$ cat src/rtl/esi_pkg.sv
/*
  constants, offsets and state codes of the extended stack instruction unit.
  assumes a core that presents one instruction word per four-phase cycle.
*/
package esi_pkg;
  // extended opcodes, tested only while the extension is on; the second-word prefix is tested always
  localparam logic [15:0] OP_CALL_VIA_WORKING_REG = 16'h0014;
  localparam logic [7:0] OP_MOVE = 8'heb;
  localparam logic [7:0] OP_PUSH = 8'hea;
  localparam logic [7:0] OP_SUB = 8'he9;
  localparam logic [3:0] PFX_SECOND = 4'hf;
  localparam logic [1:0] SEL_RETURN = 2'h3;
  localparam logic [1:0] SP_INDEX = 2'h2;
  // standard opcode groups that carry an access bit
  localparam logic [3:0] OPG_FIRST = 4'h1;
  localparam logic [3:0] OPG_LAST = 4'hb;
  localparam logic [5:0] OPG_DEC = 6'h01;
  localparam logic [6:0] OPG_MUL = 7'h01;
  localparam int ACC_BIT = 8;
  localparam int IDX_BIT = 7;
  // access bank split and indexed threshold
  localparam logic [7:0] IDX_LIMIT = 8'h5f;
  localparam logic [3:0] ACC_HIGH_BANK = 4'hf;
  localparam logic [20:0] PC_STEP = 21'h000002;
  localparam logic [11:0] SP_STEP = 12'h001;
  localparam logic [11:0] PTR_RESET = 12'h000;
  localparam logic CTRL_RESET = 1'b0;
  // instruction phases, one system clock each
  localparam logic [1:0] Q1 = 2'h0;
  localparam logic [1:0] Q2 = 2'h1;
  localparam logic [1:0] Q3 = 2'h2;
  localparam logic [1:0] Q4 = 2'h3;
  // register byte offsets
  localparam logic [7:0] OFS_CTRL = 8'h00;
  localparam logic [7:0] OFS_PTR0 = 8'h04;
  localparam logic [7:0] OFS_PTR1 = 8'h08;
  localparam logic [7:0] OFS_PTR2 = 8'h0c;
  localparam logic [7:0] OFS_STAT = 8'h10;
  localparam int CTRL_EXT_BIT = 0;
  localparam int STAT_PHASE_LSB = 4;
  localparam int STAT_EXT_BIT = 8;
  localparam int STAT_NOP_BIT = 9;
  localparam logic [1:0] RESP_OKAY = 2'h0;
  localparam logic [1:0] RESP_SLVERR = 2'h2;
  typedef enum logic [2:0] {
    ST_FIRST = 3'b001,
    ST_MOVE2 = 3'b010,
    ST_FLUSH = 3'b100
  } esi_state_t;
endpackage

$ cat src/rtl/esi_unit.sv
/*
  extended stack instruction unit: decode and execution of the stack
  extension opcodes and operand resolution for standard instructions,
  with an axi4-lite register slave.
  assumes the core holds instrWord and instrPc for a whole cycle, returns
  dataRd in the clock where memRe is high, and owns the real data memory.
*/
// Contract
// - indirect call pushes pc+2, loads pc
// - indirect call leaves working, flags, bank
// - indirect call: one word, two cycles
// - absolute move: source is pointer plus offset
// - absolute destination field is twelve bits
// - indirect source register reads as zero
// - indexed move: both addresses pointer-relative
// - indirect indexed destination makes no-op
// - moves: two words, write last phase
// - push writes literal, decrements pointer
// - subtract literal from chosen pointer
// - selector three means subtract and return
// - subtract-return pops pc, two cycles
// - extension enables indexed operand mode
// - extension off: access or bank select
// - low operands offset from stack pointer
// - applies to all access-bit instructions
// - zero pointer gives original mapping
// - config bit enables, defaults off
// - high operands keep absolute meaning
`timescale 1ns/100ps
module esi_unit #(
  parameter int AddrW = 8,
  parameter logic [11:0] IndMask = 12'hff8,
  parameter logic [11:0] IndMatch = 12'hfe8
) (
  input wire logic sys_clk,
  input wire logic rst,
  input wire logic [15:0] instrWord,
  input wire logic [20:0] instrPc,
  input wire logic [7:0] workingReg,
  input wire logic [7:0] pcHighLatch,
  input wire logic [4:0] pcUpperLatch,
  input wire logic [20:0] returnTop,
  input wire logic [3:0] bankSelect,
  input wire logic [7:0] dataRd,
  output logic pcLoad,
  output logic [20:0] pcLoadAddr,
  output logic retPush,
  output logic [20:0] retPushAddr,
  output logic retPop,
  output logic [11:0] memAddr,
  output logic memRe,
  output logic memWe,
  output logic [7:0] memWdata,
  output logic [11:0] operandAddr,
  output logic operandValid,
  output logic nopCycle,
  input wire logic [AddrW-1:0] s_axi_awaddr,
  input wire logic s_axi_awvalid,
  output logic s_axi_awready,
  input wire logic [31:0] s_axi_wdata,
  input wire logic [3:0] s_axi_wstrb,
  input wire logic s_axi_wvalid,
  output logic s_axi_wready,
  output logic [1:0] s_axi_bresp,
  output logic s_axi_bvalid,
  input wire logic s_axi_bready,
  input wire logic [AddrW-1:0] s_axi_araddr,
  input wire logic s_axi_arvalid,
  output logic s_axi_arready,
  output logic [31:0] s_axi_rdata,
  output logic [1:0] s_axi_rresp,
  output logic s_axi_rvalid,
  input wire logic s_axi_rready
);
  initial begin
    if (AddrW < 8) begin
      $error("AddrW must hold the register offsets");
    end
  end

  // indirect-addressing register window
  function automatic logic isIndirect(input logic [11:0] a);
    isIndirect = (a & IndMask) == IndMatch;
  endfunction

  // byte-lane merge of a register write
  function automatic logic [31:0] mergeLanes(input logic [31:0] old, input logic [31:0] nw,
      input logic [3:0] strb);
    logic [31:0] res;
    res = old;
    for (int b = 0; b < 4; b++) begin
      if (strb[b]) begin
        res[8*b +: 8] = nw[8*b +: 8];
      end
    end
    mergeLanes = res;
  endfunction

  // offset match against a register
  function automatic logic hitOfs(input logic [AddrW-1:0] a, input logic [7:0] ofs);
    hitOfs = a == AddrW'(ofs);
  endfunction

  // byte and bit instructions that carry an access bit
  function automatic logic hasAccessBit(input logic [15:0] w);
    hasAccessBit = (w[15:12] >= esi_pkg::OPG_FIRST && w[15:12] <= esi_pkg::OPG_LAST) ||
        w[15:10] == esi_pkg::OPG_DEC || w[15:9] == esi_pkg::OPG_MUL;
  endfunction

  esi_pkg::esi_state_t stateReg;
  logic [1:0] qReg;
  logic [15:0] irReg;
  logic [20:0] pcCap;
  logic [11:0] ptrReg [3];
  logic extEnable;
  logic moveIdxReg;
  logic srcIndReg;
  logic [7:0] srcData;
  logic awHeld, wHeld;
  logic [AddrW-1:0] awAddrReg;
  logic [31:0] wDataReg;
  logic [3:0] wStrbReg;

  logic [11:0] spReg;
  logic inFirst, atQ2, atQ3, atQ4;
  logic isCall, isMove, isPush, isSub, isSubRet, isSecondWord;
  logic [1:0] subIdx;
  logic [11:0] srcAddr, destAddr;
  logic ptrBusy, wrFire, wrPtrHit, wrOk;
  logic [1:0] wrPtrIdx;
  logic [31:0] rdNext;
  logic [31:0] ptrMerged;
  logic [1:0] rdResp;

  assign spReg = ptrReg[esi_pkg::SP_INDEX];
  assign inFirst = stateReg == esi_pkg::ST_FIRST;
  assign atQ2 = qReg == esi_pkg::Q2;
  assign atQ3 = qReg == esi_pkg::Q3;
  assign atQ4 = qReg == esi_pkg::Q4;

  // decode of the captured word; every extended op is gated by the config bit
  // config bit gating
  assign isCall = extEnable && irReg == esi_pkg::OP_CALL_VIA_WORKING_REG;
  assign isMove = extEnable && irReg[15:8] == esi_pkg::OP_MOVE;
  assign isPush = extEnable && irReg[15:8] == esi_pkg::OP_PUSH;
  assign isSub = extEnable && irReg[15:8] == esi_pkg::OP_SUB;
  assign isSubRet = isSub && irReg[7:6] == esi_pkg::SEL_RETURN;
  assign subIdx = isSubRet ? esi_pkg::SP_INDEX : irReg[7:6];
  assign isSecondWord = irReg[15:12] == esi_pkg::PFX_SECOND;
  assign srcAddr = spReg + {5'h00, irReg[6:0]};
  // second word: absolute 12-bit field or pointer plus offset
  // twelve-bit destination
  assign destAddr = moveIdxReg ? spReg + {5'h00, irReg[6:0]} : irReg[11:0];
  assign ptrBusy = inFirst && atQ4 && (isPush || isSub);

  // phase counter: each system clock is one quarter of an instruction cycle
  always_ff @(posedge sys_clk) begin
    if (rst) begin
      qReg <= esi_pkg::Q1;
    end else begin
      qReg <= qReg + 2'h1;
    end
  end

  // instruction capture at the first phase of every cycle except a flush cycle
  always_ff @(posedge sys_clk) begin
    if (rst) begin
      irReg <= 16'h0000;
      pcCap <= 21'h000000;
    end else if (qReg == esi_pkg::Q1 && stateReg != esi_pkg::ST_FLUSH) begin
      irReg <= instrWord;
      pcCap <= instrPc;
    end
  end

  // cycle sequencing; two-cycle ops leave for a second state at the last phase
  // call second cycle
  always_ff @(posedge sys_clk) begin
    if (rst) begin
      stateReg <= esi_pkg::ST_FIRST;
      nopCycle <= 1'b0;
      moveIdxReg <= 1'b0;
      srcIndReg <= 1'b0;
    end else if (atQ4) begin
      unique case (stateReg)
        esi_pkg::ST_FIRST: begin
          if (isMove) begin
            stateReg <= esi_pkg::ST_MOVE2;
            moveIdxReg <= irReg[esi_pkg::IDX_BIT];
            srcIndReg <= isIndirect(srcAddr);
          end else if (isCall || isSubRet) begin
            stateReg <= esi_pkg::ST_FLUSH;
            nopCycle <= 1'b1;
          end
        end
        esi_pkg::ST_MOVE2: stateReg <= esi_pkg::ST_FIRST;
        esi_pkg::ST_FLUSH: begin
          stateReg <= esi_pkg::ST_FIRST;
          nopCycle <= 1'b0;
        end
      endcase
    end
  end

  // source byte of a move, caught while the read strobe is up
  // indirect source reads zero
  always_ff @(posedge sys_clk) begin
    if (rst) begin
      srcData <= 8'h00;
    end else if (memRe) begin
      srcData <= srcIndReg ? 8'h00 : dataRd;
    end
  end

  // return stack and program counter requests; working reg, flags and bank stay untouched
  // push and target load
  always_ff @(posedge sys_clk) begin
    if (rst) begin
      retPush <= 1'b0;
      retPushAddr <= 21'h000000;
      retPop <= 1'b0;
      pcLoad <= 1'b0;
      pcLoadAddr <= 21'h000000;
    end else begin
      retPush <= inFirst && atQ3 && isCall;
      retPop <= inFirst && atQ4 && isSubRet;
      pcLoad <= inFirst && atQ4 && (isCall || isSubRet);
      if (inFirst && atQ3 && isCall) begin
        retPushAddr <= pcCap + esi_pkg::PC_STEP;
      end
      if (inFirst && atQ4 && isCall) begin
        pcLoadAddr <= {pcUpperLatch, pcHighLatch, workingReg};
      end else if (inFirst && atQ4 && isSubRet) begin
        pcLoadAddr <= returnTop;
      end
    end
  end

  // data memory strobes: push and move read at the last phase, move write at the last phase of the next cycle
  // push write
  always_ff @(posedge sys_clk) begin
    if (rst) begin
      memAddr <= 12'h000;
      memRe <= 1'b0;
      memWe <= 1'b0;
      memWdata <= 8'h00;
    end else begin
      memRe <= 1'b0;
      memWe <= 1'b0;
      if (inFirst && atQ4 && isPush) begin
        memAddr <= spReg;
        memWdata <= irReg[7:0];
        memWe <= 1'b1;
      end else if (inFirst && atQ4 && isMove) begin
        memAddr <= srcAddr;
        memRe <= 1'b1;
      end else if (stateReg == esi_pkg::ST_MOVE2 && atQ4) begin
        memAddr <= destAddr;
        memWdata <= srcData;
        memWe <= !(moveIdxReg && isIndirect(destAddr));
      end
    end
  end

  // operand resolution of standard instructions, offered at the second phase
  // extension drives indexed mode
  always_ff @(posedge sys_clk) begin
    if (rst) begin
      operandAddr <= 12'h000;
      operandValid <= 1'b0;
    end else begin
      operandValid <= inFirst && atQ2 && hasAccessBit(irReg);
      if (inFirst && atQ2) begin
        if (irReg[esi_pkg::ACC_BIT]) begin
          operandAddr <= {bankSelect, irReg[7:0]};
        end else if (irReg[7:0] > esi_pkg::IDX_LIMIT) begin
          operandAddr <= {esi_pkg::ACC_HIGH_BANK, irReg[7:0]};
        end else if (extEnable) begin
          operandAddr <= spReg + {4'h0, irReg[7:0]};
        end else begin
          operandAddr <= {4'h0, irReg[7:0]};
        end
      end
    end
  end

  // pointer registers; core arithmetic blocks a bus write in the same clock
  // subtract from pointer
  always_ff @(posedge sys_clk) begin
    if (rst) begin
      for (int i = 0; i < 3; i++) begin
        ptrReg[i] <= esi_pkg::PTR_RESET;
      end
    end else if (inFirst && atQ4 && isPush) begin
      ptrReg[esi_pkg::SP_INDEX] <= spReg - esi_pkg::SP_STEP;
    end else if (inFirst && atQ4 && isSub) begin
      ptrReg[subIdx] <= ptrReg[subIdx] - {6'h00, irReg[5:0]};
    end else if (wrFire && wrPtrHit) begin
      ptrReg[wrPtrIdx] <= ptrMerged[11:0];
    end
  end

  // configuration bit, off after reset
  // extension default off
  always_ff @(posedge sys_clk) begin
    if (rst) begin
      extEnable <= esi_pkg::CTRL_RESET;
    end else if (wrFire && hitOfs(awAddrReg, esi_pkg::OFS_CTRL) && wStrbReg[0]) begin
      extEnable <= wDataReg[esi_pkg::CTRL_EXT_BIT];
    end
  end

  // write decode
  always_comb begin
    wrPtrHit = 1'b1;
    wrPtrIdx = 2'h0;
    if (hitOfs(awAddrReg, esi_pkg::OFS_PTR1)) begin
      wrPtrIdx = 2'h1;
    end else if (hitOfs(awAddrReg, esi_pkg::OFS_PTR2)) begin
      wrPtrIdx = 2'h2;
    end else if (!hitOfs(awAddrReg, esi_pkg::OFS_PTR0)) begin
      wrPtrHit = 1'b0;
    end
    wrOk = wrPtrHit || hitOfs(awAddrReg, esi_pkg::OFS_CTRL);
  end
  assign wrFire = awHeld && wHeld && !s_axi_bvalid && !ptrBusy;
  // bus word merged over the current pointer; only the low twelve bits are kept
  assign ptrMerged = mergeLanes({20'h00000, ptrReg[wrPtrIdx]}, wDataReg, wStrbReg);

  // write channels taken in either order, answered once both are held
  always_ff @(posedge sys_clk) begin
    if (rst) begin
      awHeld <= 1'b0;
      wHeld <= 1'b0;
      s_axi_awready <= 1'b0;
      s_axi_wready <= 1'b0;
      s_axi_bvalid <= 1'b0;
      s_axi_bresp <= esi_pkg::RESP_OKAY;
      awAddrReg <= '0;
      wDataReg <= 32'h00000000;
      wStrbReg <= 4'h0;
    end else begin
      if (s_axi_awvalid && s_axi_awready) begin
        awHeld <= 1'b1;
        awAddrReg <= s_axi_awaddr;
        s_axi_awready <= 1'b0;
      end else if (!awHeld && !s_axi_bvalid) begin
        s_axi_awready <= 1'b1;
      end
      if (s_axi_wvalid && s_axi_wready) begin
        wHeld <= 1'b1;
        wDataReg <= s_axi_wdata;
        wStrbReg <= s_axi_wstrb;
        s_axi_wready <= 1'b0;
      end else if (!wHeld && !s_axi_bvalid) begin
        s_axi_wready <= 1'b1;
      end
      if (wrFire) begin
        awHeld <= 1'b0;
        wHeld <= 1'b0;
        s_axi_bvalid <= 1'b1;
        s_axi_bresp <= wrOk ? esi_pkg::RESP_OKAY : esi_pkg::RESP_SLVERR;
      end else if (s_axi_bvalid && s_axi_bready) begin
        s_axi_bvalid <= 1'b0;
      end
    end
  end

  // read mux; status is read-only and shows the sequencer
  always_comb begin
    rdNext = 32'h00000000;
    rdResp = esi_pkg::RESP_OKAY;
    if (hitOfs(s_axi_araddr, esi_pkg::OFS_CTRL)) begin
      rdNext[esi_pkg::CTRL_EXT_BIT] = extEnable;
    end else if (hitOfs(s_axi_araddr, esi_pkg::OFS_PTR0)) begin
      rdNext[11:0] = ptrReg[0];
    end else if (hitOfs(s_axi_araddr, esi_pkg::OFS_PTR1)) begin
      rdNext[11:0] = ptrReg[1];
    end else if (hitOfs(s_axi_araddr, esi_pkg::OFS_PTR2)) begin
      rdNext[11:0] = ptrReg[2];
    end else if (hitOfs(s_axi_araddr, esi_pkg::OFS_STAT)) begin
      rdNext[2:0] = stateReg;
      rdNext[esi_pkg::STAT_PHASE_LSB +: 2] = qReg;
      rdNext[esi_pkg::STAT_EXT_BIT] = extEnable;
      rdNext[esi_pkg::STAT_NOP_BIT] = nopCycle;
    end else begin
      rdResp = esi_pkg::RESP_SLVERR;
    end
  end

  // read channel: answer one clock after the address is taken
  always_ff @(posedge sys_clk) begin
    if (rst) begin
      s_axi_arready <= 1'b0;
      s_axi_rvalid <= 1'b0;
      s_axi_rdata <= 32'h00000000;
      s_axi_rresp <= esi_pkg::RESP_OKAY;
    end else if (s_axi_arvalid && s_axi_arready) begin
      s_axi_arready <= 1'b0;
      s_axi_rvalid <= 1'b1;
      s_axi_rdata <= rdNext;
      s_axi_rresp <= rdResp;
    end else if (s_axi_rvalid && s_axi_rready) begin
      s_axi_rvalid <= 1'b0;
    end else if (!s_axi_rvalid) begin
      s_axi_arready <= 1'b1;
    end
  end
endmodule

$ cat config.mk
export PLATFORM = sky130hd
export DESIGN_NAME = esi_unit
export DESIGN_NICKNAME = d
export VERILOG_FILES = /design/src/rtl/esi_pkg.sv /design/src/rtl/esi_unit.sv
export SDC_FILE = /design/constraint.sdc
export NUM_CORES = 1
export LEC_CHECK = 0
export BUFFER_PORTS_ARGS = -buffer_cell sky130_fd_sc_hd__buf_2
export CAP_MARGIN = 25
export CORE_ASPECT_RATIO = 1.1
export CORE_MARGIN = 1.5
export CORE_UTILIZATION = 49
export CTS_CLUSTER_DIAMETER = 150
export DETAILED_ROUTE_END_ITERATION = 6
export GPL_TIMING_DRIVEN = 0
export HOLD_SLACK_MARGIN = 0.1
export PLACE_DENSITY = 0.79
export SYNTH_ARGS = -nofsm -noshare
export SYNTH_HDL_FRONTEND = slang
export SYNTH_SLANG_ARGS = --single-unit
$ cat constraint.sdc
create_clock -name sys_clk -period 3.6 [get_ports sys_clk]
set_input_delay 0.72 -clock sys_clk [delete_from_list [all_inputs] [get_ports sys_clk]]
set_output_delay 0.72 -clock sys_clk [all_outputs]
set_load 0.02 [all_outputs]
==> impl_metrics.ini <==
[status]
status = complete, no violations

[synthesis]
synth.top_cell.area_share = 0.305
ys_seq_area_frac = 0.429
synth_area_leader_cell = dfxtp_1
synth_area_um2 = 11600
syn_inst = 1353
synthTopCellsByArea = dfxtp_1, edfxtp_1, nand2_1
synth_edf_count = 48
yosys_warnings = 0
ys_async_sr_fraction = 0
syn_avg_cell_area_um2 = 8.59
synth.distinct_cells = 85
synth_flop_cell = dfxtp_1
synth_top_cells_by_count = nand2_1, dfxtp_1, nor2_1
synthMostInstantiatedCell = nand2_1
synth-seq-cells = 225

[placed_design]
numPortBuffers = 224
dp_hpwl_um = 29400
place.gp.congestion = 0.959
placed_area_um2 = 13300

[setup_path]
crit_required_ps = 3840
crit_path_top_delay_cell = mux2_2
cp-end-kind = register
reg2reg_from = irReg[12]
r2r_cells = 14
reg2reg_setup_slack_ps = 90
worstSetupPathType = register to register
critical_path.max_fanout = 5
crit_chain = and4b_2, nand2_2, o21ai_4, mux2_2, a21oi_1, ha_2, fa_1, nand2b_4, a21oi_2, o21ai_2, nand2b_1, nand4b_1, xor2_2, a211oi_1
reg2reg_to = ptrReg[1][8]
start_kind = register
arrival_ps = 3750
crit_path_max_incr_delay_ps = 370

[sta]
hold_viol = 0
tns_ps = 0
min_period_over_period = 0.975
setup_viol = 0
min_period_ps = 3510
relSlewSlack = 0.373
slew_viol_final = 0
rsz0062_at_grt = yes
worstMarginPinSlew_ps = 934
finClkSkew_ps = 10.8
fmax_mhz = 285

[layout]
fillers = 2093
design_area_um2 = 14300
multi_input_area_um2 = 6210
drive_gt1_frac = 0.234
final-seq-area_um2 = 5000
areaGrowthSynthToFinish_pct = 22.7
nets = 1812

[route]
drcViolationCount = 0
via_per_inst = 5.74
wl_um = 38300
antenna_left = 0
wire_per_inst_um = 19.6
dr.first_iter.drc_count = 955
num_vias = 11200
drt_pass1_iterations = 5

[floorplanning]
design.core.area_um2 = 23100
ios = 272
num_rows = 58
die_y_um = 165
dieArea_um2 = 24700
die_w_um = 150
initial_core_util = 0.504

[min_path]
worstHoldPathCells = 3
hold_class = primary input to register
min_to = srcData[1]
min_from = dataRd[1]

[global_routing]
grt_max_degree = 14
overflow = 0
grtUsageTotal = 0.303
antenna_found_initial = 1
grt_pass1_wl_um = 57600
grt_pass1_vias = 10600

[power]
ir_drop_mv = 0.338
p_leak_nw = 6.13
power_mw = 6.23
switching_share = 0.269
p_comb_frac = 0.142
internal_power_mw = 4.55
p_switching_mw = 1.67
power_density_nw_per_um2 = 436
pwr-share-clk = 0.412
pwr-share-seq = 0.446

[clock_network]
cts_tree = yes
cts_buffer_depth = 3
numCtsBuffers = 25
cts.clk_slew.worst_paths_ps = 60
root_buffer = clkbuf_16
clock_latency_ps = 520
h-tree-depth = 1
cts.sinks = 225

[run]
maxCapViolations = 0
-- state kept, by name, summed over array words and instances (netlist names), 2 cells and up --
name,flops
awAddrReg,8
irReg,16
memAddr,12
memWdata,8
operandAddr,12
pcCap,21
pcLoadAddr,21
ptrReg,48
qReg,2
retPushAddr,21
s_axi_rdata,12
srcData,8
stateReg,3
wDataReg,12
wStrbReg,2
-- final cells by class --
| cell class | instances | area share |
|---|---|---|
| inverters | 33 | 0.00868 |
| repair buffers | 232 | 0.0828 |
| well taps | 300 | 0.0263 |
| clock buffers | 36 | 0.0510 |
| diodes | 1 | 0.000175 |
| clock inverters | 7 | 0.00658 |
| multi-input cells | 1012 | 0.435 |
| flip-flops and latches | 225 | 0.350 |
| plain buffers | 111 | 0.0387 |
-- worst max-delay path by stage --
stage | startpoint | end | slack, ps | cells past startpoint
after global routing | irReg[12] | ptrReg[1][8] | -30 | 15
final | irReg[12] | ptrReg[1][8] | 90 | 14
after global placement | irReg[6] | ptrReg[1][10] | -1260 | 15
after floorplan | extEnable | ptrReg[0][11] | 120 | 15
after CTS | irReg[6] | ptrReg[1][8] | 5 | 15
after detailed placement | irReg[6] | ptrReg[1][11] | -1280 | 13
-- worst max-delay path: cells and delay by family (launching register included) --
| kind | cells | cell delay, ps |
|---|---|---|
| adders and majority gates | 2 | 410 |
| DFF | 1 | 350 |
| xor gates and xnor gates | 1 | 320 |
| muxes | 1 | 370 |
| AOI/OAI and AO/OA | 5 | 800 |
| and+or+nand+nor | 5 | 960 |
-- what timing repair did --
action,CTS,global route
hold buffers,0,0
pin swaps,4,8
buffers inserted,4,4
resized for setup,34,18
endpoints found under the setup margin,56,37
-- cell usage in the layout, fill, tap and decap left out, drive strengths merged, types with 6 or more instances in the layout --
cell type  instances
ha                20
xnor2             26
a21oi            123
nand4              9
nor2b             22
nand2b             8
nor3              41
o211ai             9
nor2             167
and3              11
inv               35
edfxtp            48
nand2            185
mux2i             56
a211oi            69
dfxtp            177
conb              34
nand3             35
or3                7
o21ai             24
mux2              15
nor3b              7
a22o              16
buf              271
a221o              6
clkbuf           108
and2               7
nor4              11
xor2              15
-- metal layers --
metal  global-route usage  up-vias  wire, um
met5                    0        -         0
met1                0.372     5237     14800
met3               0.0431      109      3430
met4                0.145        0      1740
met2                0.523      569     18400
li1                     -     5322         -
-- per-stage QoR --
| stage | hold slack [ps] | util | cells | setup slack (ps) |
|---|---|---|---|---|
| after CTS | 418 | 0.615 | 1953 | 5.23 |
| after floorplan | 431 | - | 1386 | 122 |
| final | 431 | 0.618 | 1957 | 90.7 |
| after detailed placement | 444 | 0.575 | 1910 | -1280 |
| after global placement | 438 | 0.575 | 1910 | -1260 |
| after global routing | 433 | 0.618 | 1957 | -34.3 |
-- power groups by stage --
stage	Clock (mW)	Sequential (mW)	Combinational, mW
CTS	2.60	2.77	0.845
global route	2.70	2.78	0.965
finish	2.57	2.78	0.885
global placement	0	2.82	0.802
floorplan	0	2.80	0.530
detailed placement	0	2.82	0.816
-- logic make-up after synthesis --
kind of cell | Yosys count | share of synthesized area
AND/OR/NAND/NOR | 539 | 0.218
AO/OA/AOI/OAI | 305 | 0.177
flip-flops | 225 | 0.429
buffers and inverters | 149 | 0.0575
multiplexers | 71 | 0.0627
XOR/XNOR | 41 | 0.0309
adder cells (fa/ha/maj) | 22 | 0.0250
other | 1 | 0.000322
Power figures use the tool's default switching activity.
